--- src/cap_pkg.sv ---
// Package with addresses, field positions, types and counts of the counter array.
package cap_pkg;

   // Register addresses on the special function register port.
   localparam logic [7:0] CAP_ADDR_CTRL    = 8'hD8;
   localparam logic [7:0] CAP_ADDR_MODE    = 8'hD9;
   localparam logic [7:0] CAP_ADDR_MMODE0  = 8'hDA;
   localparam logic [7:0] CAP_ADDR_CNT_LO  = 8'hF9;
   localparam logic [7:0] CAP_ADDR_CNT_HI  = 8'hFA;
   localparam logic [7:0] CAP_ADDR_CPL [6] = '{8'hFB, 8'hFD, 8'hE9,
                                               8'hEB, 8'hED, 8'hE1};
   localparam logic [7:0] CAP_ADDR_CPH [6] = '{8'hFC, 8'hFE, 8'hEA,
                                               8'hEC, 8'hEE, 8'hE2};

   // Number of capture/compare modules.
   localparam int CAP_NMOD = 6;

   // Control register fields.
   localparam int CAP_CTRL_OVF = 7;
   localparam int CAP_CTRL_RUN = 6;

   // Mode register fields.
   localparam int         CAP_MODE_IDLE  = 7;
   localparam int         CAP_MODE_TB_HI = 3;
   localparam int         CAP_MODE_TB_LO = 1;
   localparam int         CAP_MODE_OVFIE = 0;
   localparam logic [7:0] CAP_MODE_MASK  = 8'h8F;

   // Module mode register fields.
   localparam int CAP_MM_WIDE = 7;
   localparam int CAP_MM_ECOM = 6;
   localparam int CAP_MM_CAPP = 5;
   localparam int CAP_MM_CAPN = 4;
   localparam int CAP_MM_MAT  = 3;
   localparam int CAP_MM_TOG  = 2;
   localparam int CAP_MM_PWM  = 1;
   localparam int CAP_MM_IRQE = 0;

   // Reset values.
   localparam logic [7:0]  CAP_RST_BYTE = 8'h00;
   localparam logic [15:0] CAP_RST_CNT  = 16'h0000;

   // Timebase select codes.
   localparam logic [2:0] CAP_TB_DIV12 = 3'h0;
   localparam logic [2:0] CAP_TB_DIV4  = 3'h1;
   localparam logic [2:0] CAP_TB_T0OVF = 3'h2;
   localparam logic [2:0] CAP_TB_EXTIN = 3'h3;
   localparam logic [2:0] CAP_TB_SYS   = 3'h4;
   localparam logic [2:0] CAP_TB_OSC8  = 3'h5;

   // Divider terminal counts.
   localparam logic [3:0] CAP_DIV12_LAST = 4'hB;
   localparam logic [1:0] CAP_DIV4_LAST  = 2'h3;
   localparam logic [2:0] CAP_OSC8_LAST  = 3'h7;

   // Least high or low time of the external count input, in clocks.
   localparam int CAP_EXTIN_MIN_CYC = 2;

   // Counter wrap values.
   localparam logic [15:0] CAP_CNT_TOP = 16'hFFFF;
   localparam logic [7:0]  CAP_LO_ZERO = 8'h00;

   // Register bus request carried as one bundle.
   typedef struct packed {
      logic [7:0] addr;
      logic [7:0] wdata;
      logic       wr;
      logic       rd;
   } cap_sfr_req_t;

   // Module operating modes, Gray coded along the usual path.
   typedef enum logic [2:0] {
      CAP_OP_OFF   = 3'b000,
      CAP_OP_SWT   = 3'b001,
      CAP_OP_HSO   = 3'b011,
      CAP_OP_FREQ  = 3'b010,
      CAP_OP_PWM8  = 3'b110,
      CAP_OP_PWM16 = 3'b111
   } cap_op_t;

endpackage

--- src/cap_counter_array.sv ---
// Counter array with compare, toggle, frequency and pulse width outputs.
`timescale 1ns/1ps
module cap_counter_array
   import cap_pkg::*;
(
   // Clock and reset.
   input  wire logic         ref_clk,
   input  wire logic         reset,
   // Register port.
   input  wire cap_sfr_req_t sfr_req,
   output logic [7:0]        sfr_rdata,
   // System inputs.
   input  wire logic         cpu_idle,
   input  wire logic         timer0_ovf,
   input  wire logic         external_count_input,
   input  wire logic         ext_osc_in,
   // Outputs.
   output logic [5:0]        module_io_pin,
   output logic              irq_req
);

   ////////////////////////////////////////////////////////////////////////
   // Decoding helpers.

   // Picks the operating mode from a module mode byte.
   function automatic cap_op_t op_of(input logic [7:0] mm);
      cap_op_t op;
      op = CAP_OP_OFF;
      if (mm[CAP_MM_ECOM] && mm[CAP_MM_PWM] && mm[CAP_MM_TOG]) begin
         op = CAP_OP_FREQ;
      end else if (mm[CAP_MM_ECOM] && mm[CAP_MM_PWM]) begin
         op = mm[CAP_MM_WIDE] ? CAP_OP_PWM16
                              : CAP_OP_PWM8;
      end else if (mm[CAP_MM_ECOM] && mm[CAP_MM_MAT]) begin
         op = mm[CAP_MM_TOG] ? CAP_OP_HSO
                             : CAP_OP_SWT;
      end
      return op;
   endfunction

   // True when a write hits the given address.
   function automatic logic wr_hit(input cap_sfr_req_t rq,
                                   input logic [7:0]   a);
      return rq.wr && (rq.addr == a);
   endfunction

   ////////////////////////////////////////////////////////////////////////
   // State.

   logic [15:0] cnt_r;                  // Running counter.
   logic [15:0] cnt_nxt;                // Next counter value.
   logic        ovf_r;                  // Overflow flag.
   logic        run_r;                  // Run control.
   logic [5:0]  flag_r;                 // Module event flags.
   logic [5:0]  flag_nxt;               // Next module event flags.
   logic [7:0]  mode_r;                 // Array mode register.
   logic [7:0]  mm_r   [CAP_NMOD];      // Module mode registers.
   logic [7:0]  mm_nxt [CAP_NMOD];      // Next module mode registers.
   logic [7:0]  cpl_r  [CAP_NMOD];      // Compare low bytes.
   logic [7:0]  cpl_nxt[CAP_NMOD];      // Next compare low bytes.
   logic [7:0]  cph_r  [CAP_NMOD];      // Compare high bytes.
   logic [5:0]  pin_nxt;                // Next module outputs.
   logic [5:0]  set_ev;                 // Module events this cycle.
   logic [7:0]  snap_r;                 // High byte caught on low read.
   logic [7:0]  rd_val;                 // Read data before the register.
   logic [3:0]  div12_r;                // Divide by twelve counter.
   logic [1:0]  div4_r;                 // Divide by four counter.
   logic [2:0]  osc8_r;                 // Oscillator edge counter.
   logic [2:0]  eci_s_r;                // Count input synchroniser.
   logic        eci_lvl_r;              // Filtered count input level.
   logic [2:0]  osc_s_r;                // Oscillator synchroniser.
   logic        osc_lvl_r;              // Filtered oscillator level.

   ////////////////////////////////////////////////////////////////////////
   // Timebase selection.

   // Agreement of second and third stages qualifies a change.
   wire eci_agree = (eci_s_r[1] == eci_s_r[2]);
   wire osc_agree = (osc_s_r[1] == osc_s_r[2]);
   // Falling edge on the count input, held two clocks by the source.
   wire eci_fall  = eci_agree && !eci_s_r[2] && eci_lvl_r;
   wire osc_rise  = osc_agree && osc_s_r[2] && !osc_lvl_r;
   wire [2:0] tb_sel = mode_r[CAP_MODE_TB_HI:CAP_MODE_TB_LO];

   // Pulse picked by the timebase select; reserved codes never count.
   wire tb_pulse =
      (tb_sel == CAP_TB_DIV12) ? (div12_r == CAP_DIV12_LAST) :
      (tb_sel == CAP_TB_DIV4)  ? (div4_r == CAP_DIV4_LAST)   :
      (tb_sel == CAP_TB_T0OVF) ? timer0_ovf                  :
      (tb_sel == CAP_TB_EXTIN) ? eci_fall                    :
      (tb_sel == CAP_TB_SYS)   ? 1'b1                        :
      (tb_sel == CAP_TB_OSC8)  ? (osc_rise &&
                                  osc8_r == CAP_OSC8_LAST)  : 1'b0;

   // Counting is gated by run control and idle suspend.
   wire suspend = mode_r[CAP_MODE_IDLE] && cpu_idle;
   wire tick    = tb_pulse && run_r && !suspend;
   wire [15:0] cnt_inc  = cnt_r + 16'h0001;
   wire        full_ovf = tick && (cnt_r == CAP_CNT_TOP);
   wire        lo_wrap  = tick && (cnt_inc[7:0] == CAP_LO_ZERO);

   // Register write strobes.
   wire wr_ctrl = wr_hit(sfr_req, CAP_ADDR_CTRL);
   wire wr_mode = wr_hit(sfr_req, CAP_ADDR_MODE);
   wire wr_clo  = wr_hit(sfr_req, CAP_ADDR_CNT_LO);
   wire wr_chi  = wr_hit(sfr_req, CAP_ADDR_CNT_HI);

   ////////////////////////////////////////////////////////////////////////
   // Dividers and input synchronisers.

   // Free running dividers and filtered input levels.
   always_ff @(posedge ref_clk) begin
      if (reset) begin
         div12_r   <= 4'h0;
         div4_r    <= 2'h0;
         osc8_r    <= 3'h0;
         eci_s_r   <= 3'h7;
         eci_lvl_r <= 1'b1;
         osc_s_r   <= 3'h0;
         osc_lvl_r <= 1'b0;
      end else begin
         div12_r <= (div12_r == CAP_DIV12_LAST) ? 4'h0 : div12_r + 4'h1;
         div4_r  <= div4_r + 2'h1;
         eci_s_r <= {eci_s_r[1:0], external_count_input};
         osc_s_r <= {osc_s_r[1:0], ext_osc_in};
         // Only an agreed level is taken as the new level.
         if (eci_agree) begin
            eci_lvl_r <= eci_s_r[2];
         end
         if (osc_agree) begin
            osc_lvl_r <= osc_s_r[2];
         end
         // Oscillator edges are counted in eights.
         if (osc_rise) begin
            osc8_r <= osc8_r + 3'h1;
         end
      end
   end

   ////////////////////////////////////////////////////////////////////////
   // Module behaviour.

   // Per-module compare, toggle and pulse width logic.
   always_comb begin
      cnt_nxt = tick ? cnt_inc : cnt_r;
      if (wr_clo) begin
         cnt_nxt[7:0] = sfr_req.wdata;
      end
      if (wr_chi) begin
         cnt_nxt[15:8] = sfr_req.wdata;
      end
      pin_nxt = module_io_pin;
      set_ev  = 6'h00;
      for (int i = 0; i < CAP_NMOD; i++) begin
         logic    m16;
         logic    m8;
         cap_op_t op;
         m16        = tick && (cnt_inc == {cph_r[i], cpl_r[i]});
         m8         = tick && (cnt_inc[7:0] == cpl_r[i]);
         op         = op_of(mm_r[i]);
         cpl_nxt[i] = cpl_r[i];
         mm_nxt[i]  = mm_r[i];
         // A full match with match enabled raises the event flag.
         if (mm_r[i][CAP_MM_ECOM] && mm_r[i][CAP_MM_MAT] && m16) begin
            set_ev[i] = 1'b1;
         end
         case (op)
            CAP_OP_HSO: begin
               if (m16) begin
                  pin_nxt[i] = !module_io_pin[i];
               end
            end
            CAP_OP_FREQ: begin
               // Next match lies the high byte further on; zero is 256.
               if (m8) begin
                  pin_nxt[i] = !module_io_pin[i];
                  cpl_nxt[i] = cpl_r[i] + cph_r[i];
               end
            end
            CAP_OP_PWM8: begin
               if (lo_wrap) begin
                  pin_nxt[i] = 1'b0;
                  cpl_nxt[i] = cph_r[i];
               end
               // A match on the same clock as the wrap wins.
               if (m8) begin
                  pin_nxt[i] = 1'b1;
               end
            end
            CAP_OP_PWM16: begin
               if (full_ovf) begin
                  pin_nxt[i] = 1'b0;
               end
               if (m16) begin
                  pin_nxt[i] = 1'b1;
               end
            end
            default: begin
            end
         endcase
         // Software writes to a module take priority over hardware.
         if (wr_hit(sfr_req, CAP_ADDR_MMODE0 + 8'(i))) begin
            mm_nxt[i] = sfr_req.wdata;
         end
         if (wr_hit(sfr_req, CAP_ADDR_CPL[i])) begin
            cpl_nxt[i]            = sfr_req.wdata;
            mm_nxt[i][CAP_MM_ECOM] = 1'b0;
         end
         if (wr_hit(sfr_req, CAP_ADDR_CPH[i])) begin
            mm_nxt[i][CAP_MM_ECOM] = 1'b1;
         end
      end
      // A hardware set wins over a software clear in the same clock.
      flag_nxt = (wr_ctrl ? sfr_req.wdata[5:0] : flag_r) | set_ev;
   end

   // Module registers and outputs.
   always_ff @(posedge ref_clk) begin
      if (reset) begin
         flag_r        <= 6'h00;
         module_io_pin <= 6'h00;
         for (int i = 0; i < CAP_NMOD; i++) begin
            mm_r[i]  <= CAP_RST_BYTE;
            cpl_r[i] <= CAP_RST_BYTE;
            cph_r[i] <= CAP_RST_BYTE;
         end
      end else begin
         flag_r        <= flag_nxt;
         module_io_pin <= pin_nxt;
         for (int i = 0; i < CAP_NMOD; i++) begin
            mm_r[i]  <= mm_nxt[i];
            cpl_r[i] <= cpl_nxt[i];
            if (wr_hit(sfr_req, CAP_ADDR_CPH[i])) begin
               cph_r[i] <= sfr_req.wdata;
            end
         end
      end
   end

   ////////////////////////////////////////////////////////////////////////
   // Array control, counter and interrupt.

   // Counter, run bit, overflow flag and the combined request.
   always_ff @(posedge ref_clk) begin
      if (reset) begin
         cnt_r   <= CAP_RST_CNT;
         run_r   <= 1'b0;
         ovf_r   <= 1'b0;
         mode_r  <= CAP_RST_BYTE;
         irq_req <= 1'b0;
      end else begin
         cnt_r <= cnt_nxt;
         if (wr_ctrl) begin
            run_r <= sfr_req.wdata[CAP_CTRL_RUN];
         end
         // Overflow set wins over a clear in the same clock.
         ovf_r <= (wr_ctrl ? sfr_req.wdata[CAP_CTRL_OVF] : ovf_r)
                  | full_ovf;
         if (wr_mode) begin
            mode_r <= sfr_req.wdata & CAP_MODE_MASK;
         end
         irq_req <= (ovf_r && mode_r[CAP_MODE_OVFIE]) ||
                    |(flag_r & {mm_r[5][CAP_MM_IRQE], mm_r[4][CAP_MM_IRQE],
                                mm_r[3][CAP_MM_IRQE], mm_r[2][CAP_MM_IRQE],
                                mm_r[1][CAP_MM_IRQE],
                                mm_r[0][CAP_MM_IRQE]});
      end
   end

   ////////////////////////////////////////////////////////////////////////
   // Register reads.

   // Read data selection by address.
   always_comb begin
      rd_val = CAP_RST_BYTE;
      if (sfr_req.addr == CAP_ADDR_CTRL) begin
         rd_val = {ovf_r, run_r, flag_r};
      end else if (sfr_req.addr == CAP_ADDR_MODE) begin
         rd_val = mode_r;
      end else if (sfr_req.addr == CAP_ADDR_CNT_LO) begin
         rd_val = cnt_r[7:0];
      end else if (sfr_req.addr == CAP_ADDR_CNT_HI) begin
         rd_val = snap_r;
      end else begin
         for (int i = 0; i < CAP_NMOD; i++) begin
            if (sfr_req.addr == CAP_ADDR_MMODE0 + 8'(i)) begin
               rd_val = mm_r[i];
            end
            if (sfr_req.addr == CAP_ADDR_CPL[i]) begin
               rd_val = cpl_r[i];
            end
            if (sfr_req.addr == CAP_ADDR_CPH[i]) begin
               rd_val = cph_r[i];
            end
         end
      end
   end

   // Read data register; a low byte read catches the high byte.
   always_ff @(posedge ref_clk) begin
      if (reset) begin
         sfr_rdata <= CAP_RST_BYTE;
         snap_r    <= CAP_RST_BYTE;
      end else if (sfr_req.rd) begin
         sfr_rdata <= rd_val;
         if (sfr_req.addr == CAP_ADDR_CNT_LO) begin
            snap_r <= cnt_r[15:8];
         end
      end
   end

   // Each mode is watched on the module that the bench runs in it.
   wire m1_hso  = (op_of(mm_r[1]) == CAP_OP_HSO);
   wire m5_p16  = (op_of(mm_r[5]) == CAP_OP_PWM16);
   wire m3_frq  = (op_of(mm_r[3]) == CAP_OP_FREQ);
   wire m0_hit  = tick && (cnt_inc == {cph_r[0], cpl_r[0]});
   wire m1_hit  = tick && (cnt_inc == {cph_r[1], cpl_r[1]});
   wire m5_hit  = tick && (cnt_inc == {cph_r[5], cpl_r[5]});
   wire m3_hit8 = tick && (cnt_inc[7:0] == cpl_r[3]);
   wire m1_wr   = sfr_req.wr && (sfr_req.addr == CAP_ADDR_CPL[1] ||
                  sfr_req.addr == CAP_ADDR_CPH[1] ||
                  sfr_req.addr == CAP_ADDR_MMODE0 + 8'h01);
   wire m3_wr   = sfr_req.wr && (sfr_req.addr == CAP_ADDR_CPL[3] ||
                  sfr_req.addr == CAP_ADDR_CPH[3] ||
                  sfr_req.addr == CAP_ADDR_MMODE0 + 8'h03);
endmodule

--- config.mk ---
export PLATFORM = sky130hd
export DESIGN_NAME = cap_counter_array
export DESIGN_NICKNAME = d
export VERILOG_FILES = /design/src/cap_pkg.sv /design/src/cap_counter_array.sv
export SDC_FILE = /design/constraint.sdc
export NUM_CORES = 1
export LEC_CHECK = 0
export BUFFER_PORTS_ARGS = -buffer_cell sky130_fd_sc_hd__buf_2
export CAP_MARGIN = 20
export CORE_MARGIN = 2
export CORE_UTILIZATION = 50
export CTS_CLUSTER_SIZE = 28
export DETAILED_ROUTE_END_ITERATION = 6
export PLACE_DENSITY_LB_ADDON = 0.05
export SYNTH_ARGS = -nofsm -noshare
export SYNTH_HDL_FRONTEND = slang
export SYNTH_SLANG_ARGS = --single-unit
--- constraint.sdc ---
create_clock -name ref_clk -period 4.4 [get_ports ref_clk]
set_input_delay 1.1 -clock ref_clk [delete_from_list [all_inputs] [get_ports ref_clk]]
set_output_delay 1.1 -clock ref_clk [all_outputs]
set_load 0.02 [all_outputs]
==> flow_summary.toml <==
[global_routing]
use_met3 = 0.0649
grt_pass1_vias = 13200
met1_usage = 0.550
track_usage = 0.391
use_met2 = 0.585
overflow = 0
grt_max_degree = 68
grt_first_pass_wirelength_mm = 89.8
grt-busiest-layer = "met2"
grt_antenna_before_repair = 2

[synthesis]
yosysWarnings = 0
synth_area_per_cell_um2 = 8.62
synth_cells = 1740
synth_edf_count = 48
ys_types = 100
synth_area_um2 = 15000
syn-num-nets = 1820
async_flop_share = 0
yosysSeqAreaShare = 0.316
synth-main-ff-cell = "dfxtp_1"
ys_ff_latch = 213

[clock_tree]
cts_root_buffer = "clkbuf_16"
cts_tree = "yes"
cts_sinks = 213
clock_path_buffers = 3
clkTransAtPathRegs_ps = 60
cts.repair.resized = 0
h-tree-depth = 1
clock_latency_ps = 550
postCtsHoldBufs = 0
numCtsBuffers = 26
post_cts_buffers = 0

[sta]
finalCritPeriodShare = 0.843
hold_ws_ps = 408
hold_viol_final = 0
fmax_mhz = 270
fin_crit_ps = 3710
finalSetupViolCount = 0
slew_viol_final = 0
finalSetupTns_ps = 0
fin_ws_ps = 691
rsz0062_at_grt = "no"
finalClockSkew_ps = 11.7
tightest_slew_ps = 1070
slew_headroom = 0.285

[place]
numPortBuffers = 38
dp_cells = 2109
place.gp.congestion = 1.03
placed_cell_area_um2 = 15600
place_hpwl_mm = 45.5
post-place-ws_ps = 701

[setup_path]
end_kind = "register"
slowest_stage = "a41o_1"
r2r-start = "cnt_r[1]"
path_max_fanout = 10
worstSetupStartpointType = "register"
crit_type = "reg -> reg"
cp_data_arrival_time_ps = 4150
path_cells = "ha_1, nand3_2, nor2_2, xnor3_1, nand4b_1, nor4b_4, a41o_1, a21boi_1, o31a_1"
crit_start = "cnt_r[1]"
slowest_delay_ps = 580
crit_required_ps = 4840

[power]
combinationalPowerShare = 0.077
ir_drop_mv = 0.322
finalPower_mw = 4.53
leakagePower_nw = 6.40
sw_frac_of_total = 0.265
power_density_nw_per_um2 = 275
p_seq_frac = 0.464
p_switching_mw = 1.20
p_int_mw = 3.33
pwr-share-clk = 0.459

[final_layout]
drive_gt1_frac = 0.106
stdcell_area_um2 = 16500
nets = 1827
final_cell_count_no_fill = 2157
syn_to_final_growth_pct = 9.76
finish.utilization = 0.557
final_common_cell = "nand2_1"
layout_common_cells = "198 x nand2_1, 165 x dfxtp_1, 132 x nor2_1, 93 x a21oi_1, 84 x mux2i_1"

[flow_run]
max_cap_viol_count = 0

[hold_path]
min_from = "eci_s_r[0]"
hold_class = "reg -> reg"

[drt]
dr.first_iter.drc_count = 1679
wl_per_cell_um = 28.6
num_vias = 14500
dr.pass1.iters = 7
drc = 6
ant_nets = 0
via_per_inst = 6.72
routed_wl_mm = 61.8

[floorplanning]
start_util = 0.508
die_x_um = 177
rows = 63
core-area_um2 = 29600
ioPinCount = 39
dieArea_um2 = 31400
die_h_um = 177

[run_status]
violations = "DRC"
run_status = "complete, but fails checks"
-- cell type report --
cell class,count,area [um2]
Fill cell,2826,13100
Timing Repair Buffer,96,628
Tap cell,390,488
Inverter,37,139
Multi-Input combinational cell,1373,9640
Antenna cell,1,2.50
Clock inverter,9,67.6
Clock buffer,38,756
Sequential cell,213,4740
-- cell families after synthesis --
| logic type | share of synthesized area |
|---|---|
| AO/OA/AOI/OAI | 0.204 |
| XOR/XNOR | 0.111 |
| adder cells (fa/ha/maj) | 0.0497 |
| buffers and inverters | 0.0428 |
| flip-flops | 0.316 |
| multiplexers | 0.0636 |
| AND/OR/NAND/NOR | 0.212 |
-- critical path: cells and delay by family, from the launching register on --
kind | cells | cell delay [ps]
simple gates | 4 | 1450
compound gates | 3 | 1010
flops | 1 | 520
fa+ha+maj | 1 | 410
xor+xnor | 1 | 220
-- worst paths after layout --
| path | endpoint | slack [ps] | depth (start not counted) |
|---|---|---|---|
| setup reg to reg | cpl_r[3][7] | 690 | 9 |
| hold / removal | eci_s_r[1] | 410 | 1 |
| setup / recovery | cpl_r[3][7] | 690 | 9 |
| hold reg to reg | eci_s_r[1] | 410 | 1 |
-- metal layers --
layer	wire (um)	vias up
li1	-	6469
met1	26100	7046
met2	26400	788
met3	5940	191
met4	3350	2
met5	13	-
-- cell usage after synthesis (42+ instances only) --
cell	instances	area (um2)
nand2_1	198	743
dfxtp_1	165	3300
nor2_1	132	495
a21oi_1	94	470
clkbuf_1	88	330
mux2i_1	84	841
o21ai_0	75	375
xor2_1	68	596
nand3_1	64	320
ha_1	50	626
xnor2_1	50	438
edfxtp_1	48	1440
and3_1	44	275
o22ai_1	42	263
-- power by group through the flow --
stage	logic (mW)	clock network [mW]	registers [mW]
after floorplan	0.204	0	2.11
after global placement	0.334	0	2.14
after detailed placement	0.337	0	2.14
after CTS	0.338	2.10	2.10
after global routing	0.366	2.17	2.10
final	0.349	2.08	2.10
-- sequential cells by signal, summed over array words and instances (netlist names), 3 cells and up --
signal         cells
mm_r              48
sfr_rdata          8
cpl_r             48
cph_r             48
module_io_pin      6
flag_r             6
div12_r            4
eci_s_r            3
snap_r             8
mode_r             5
osc8_r             3
cnt_r             16
osc_s_r            3
Note: power is estimated with default switching activity, not from simulation.
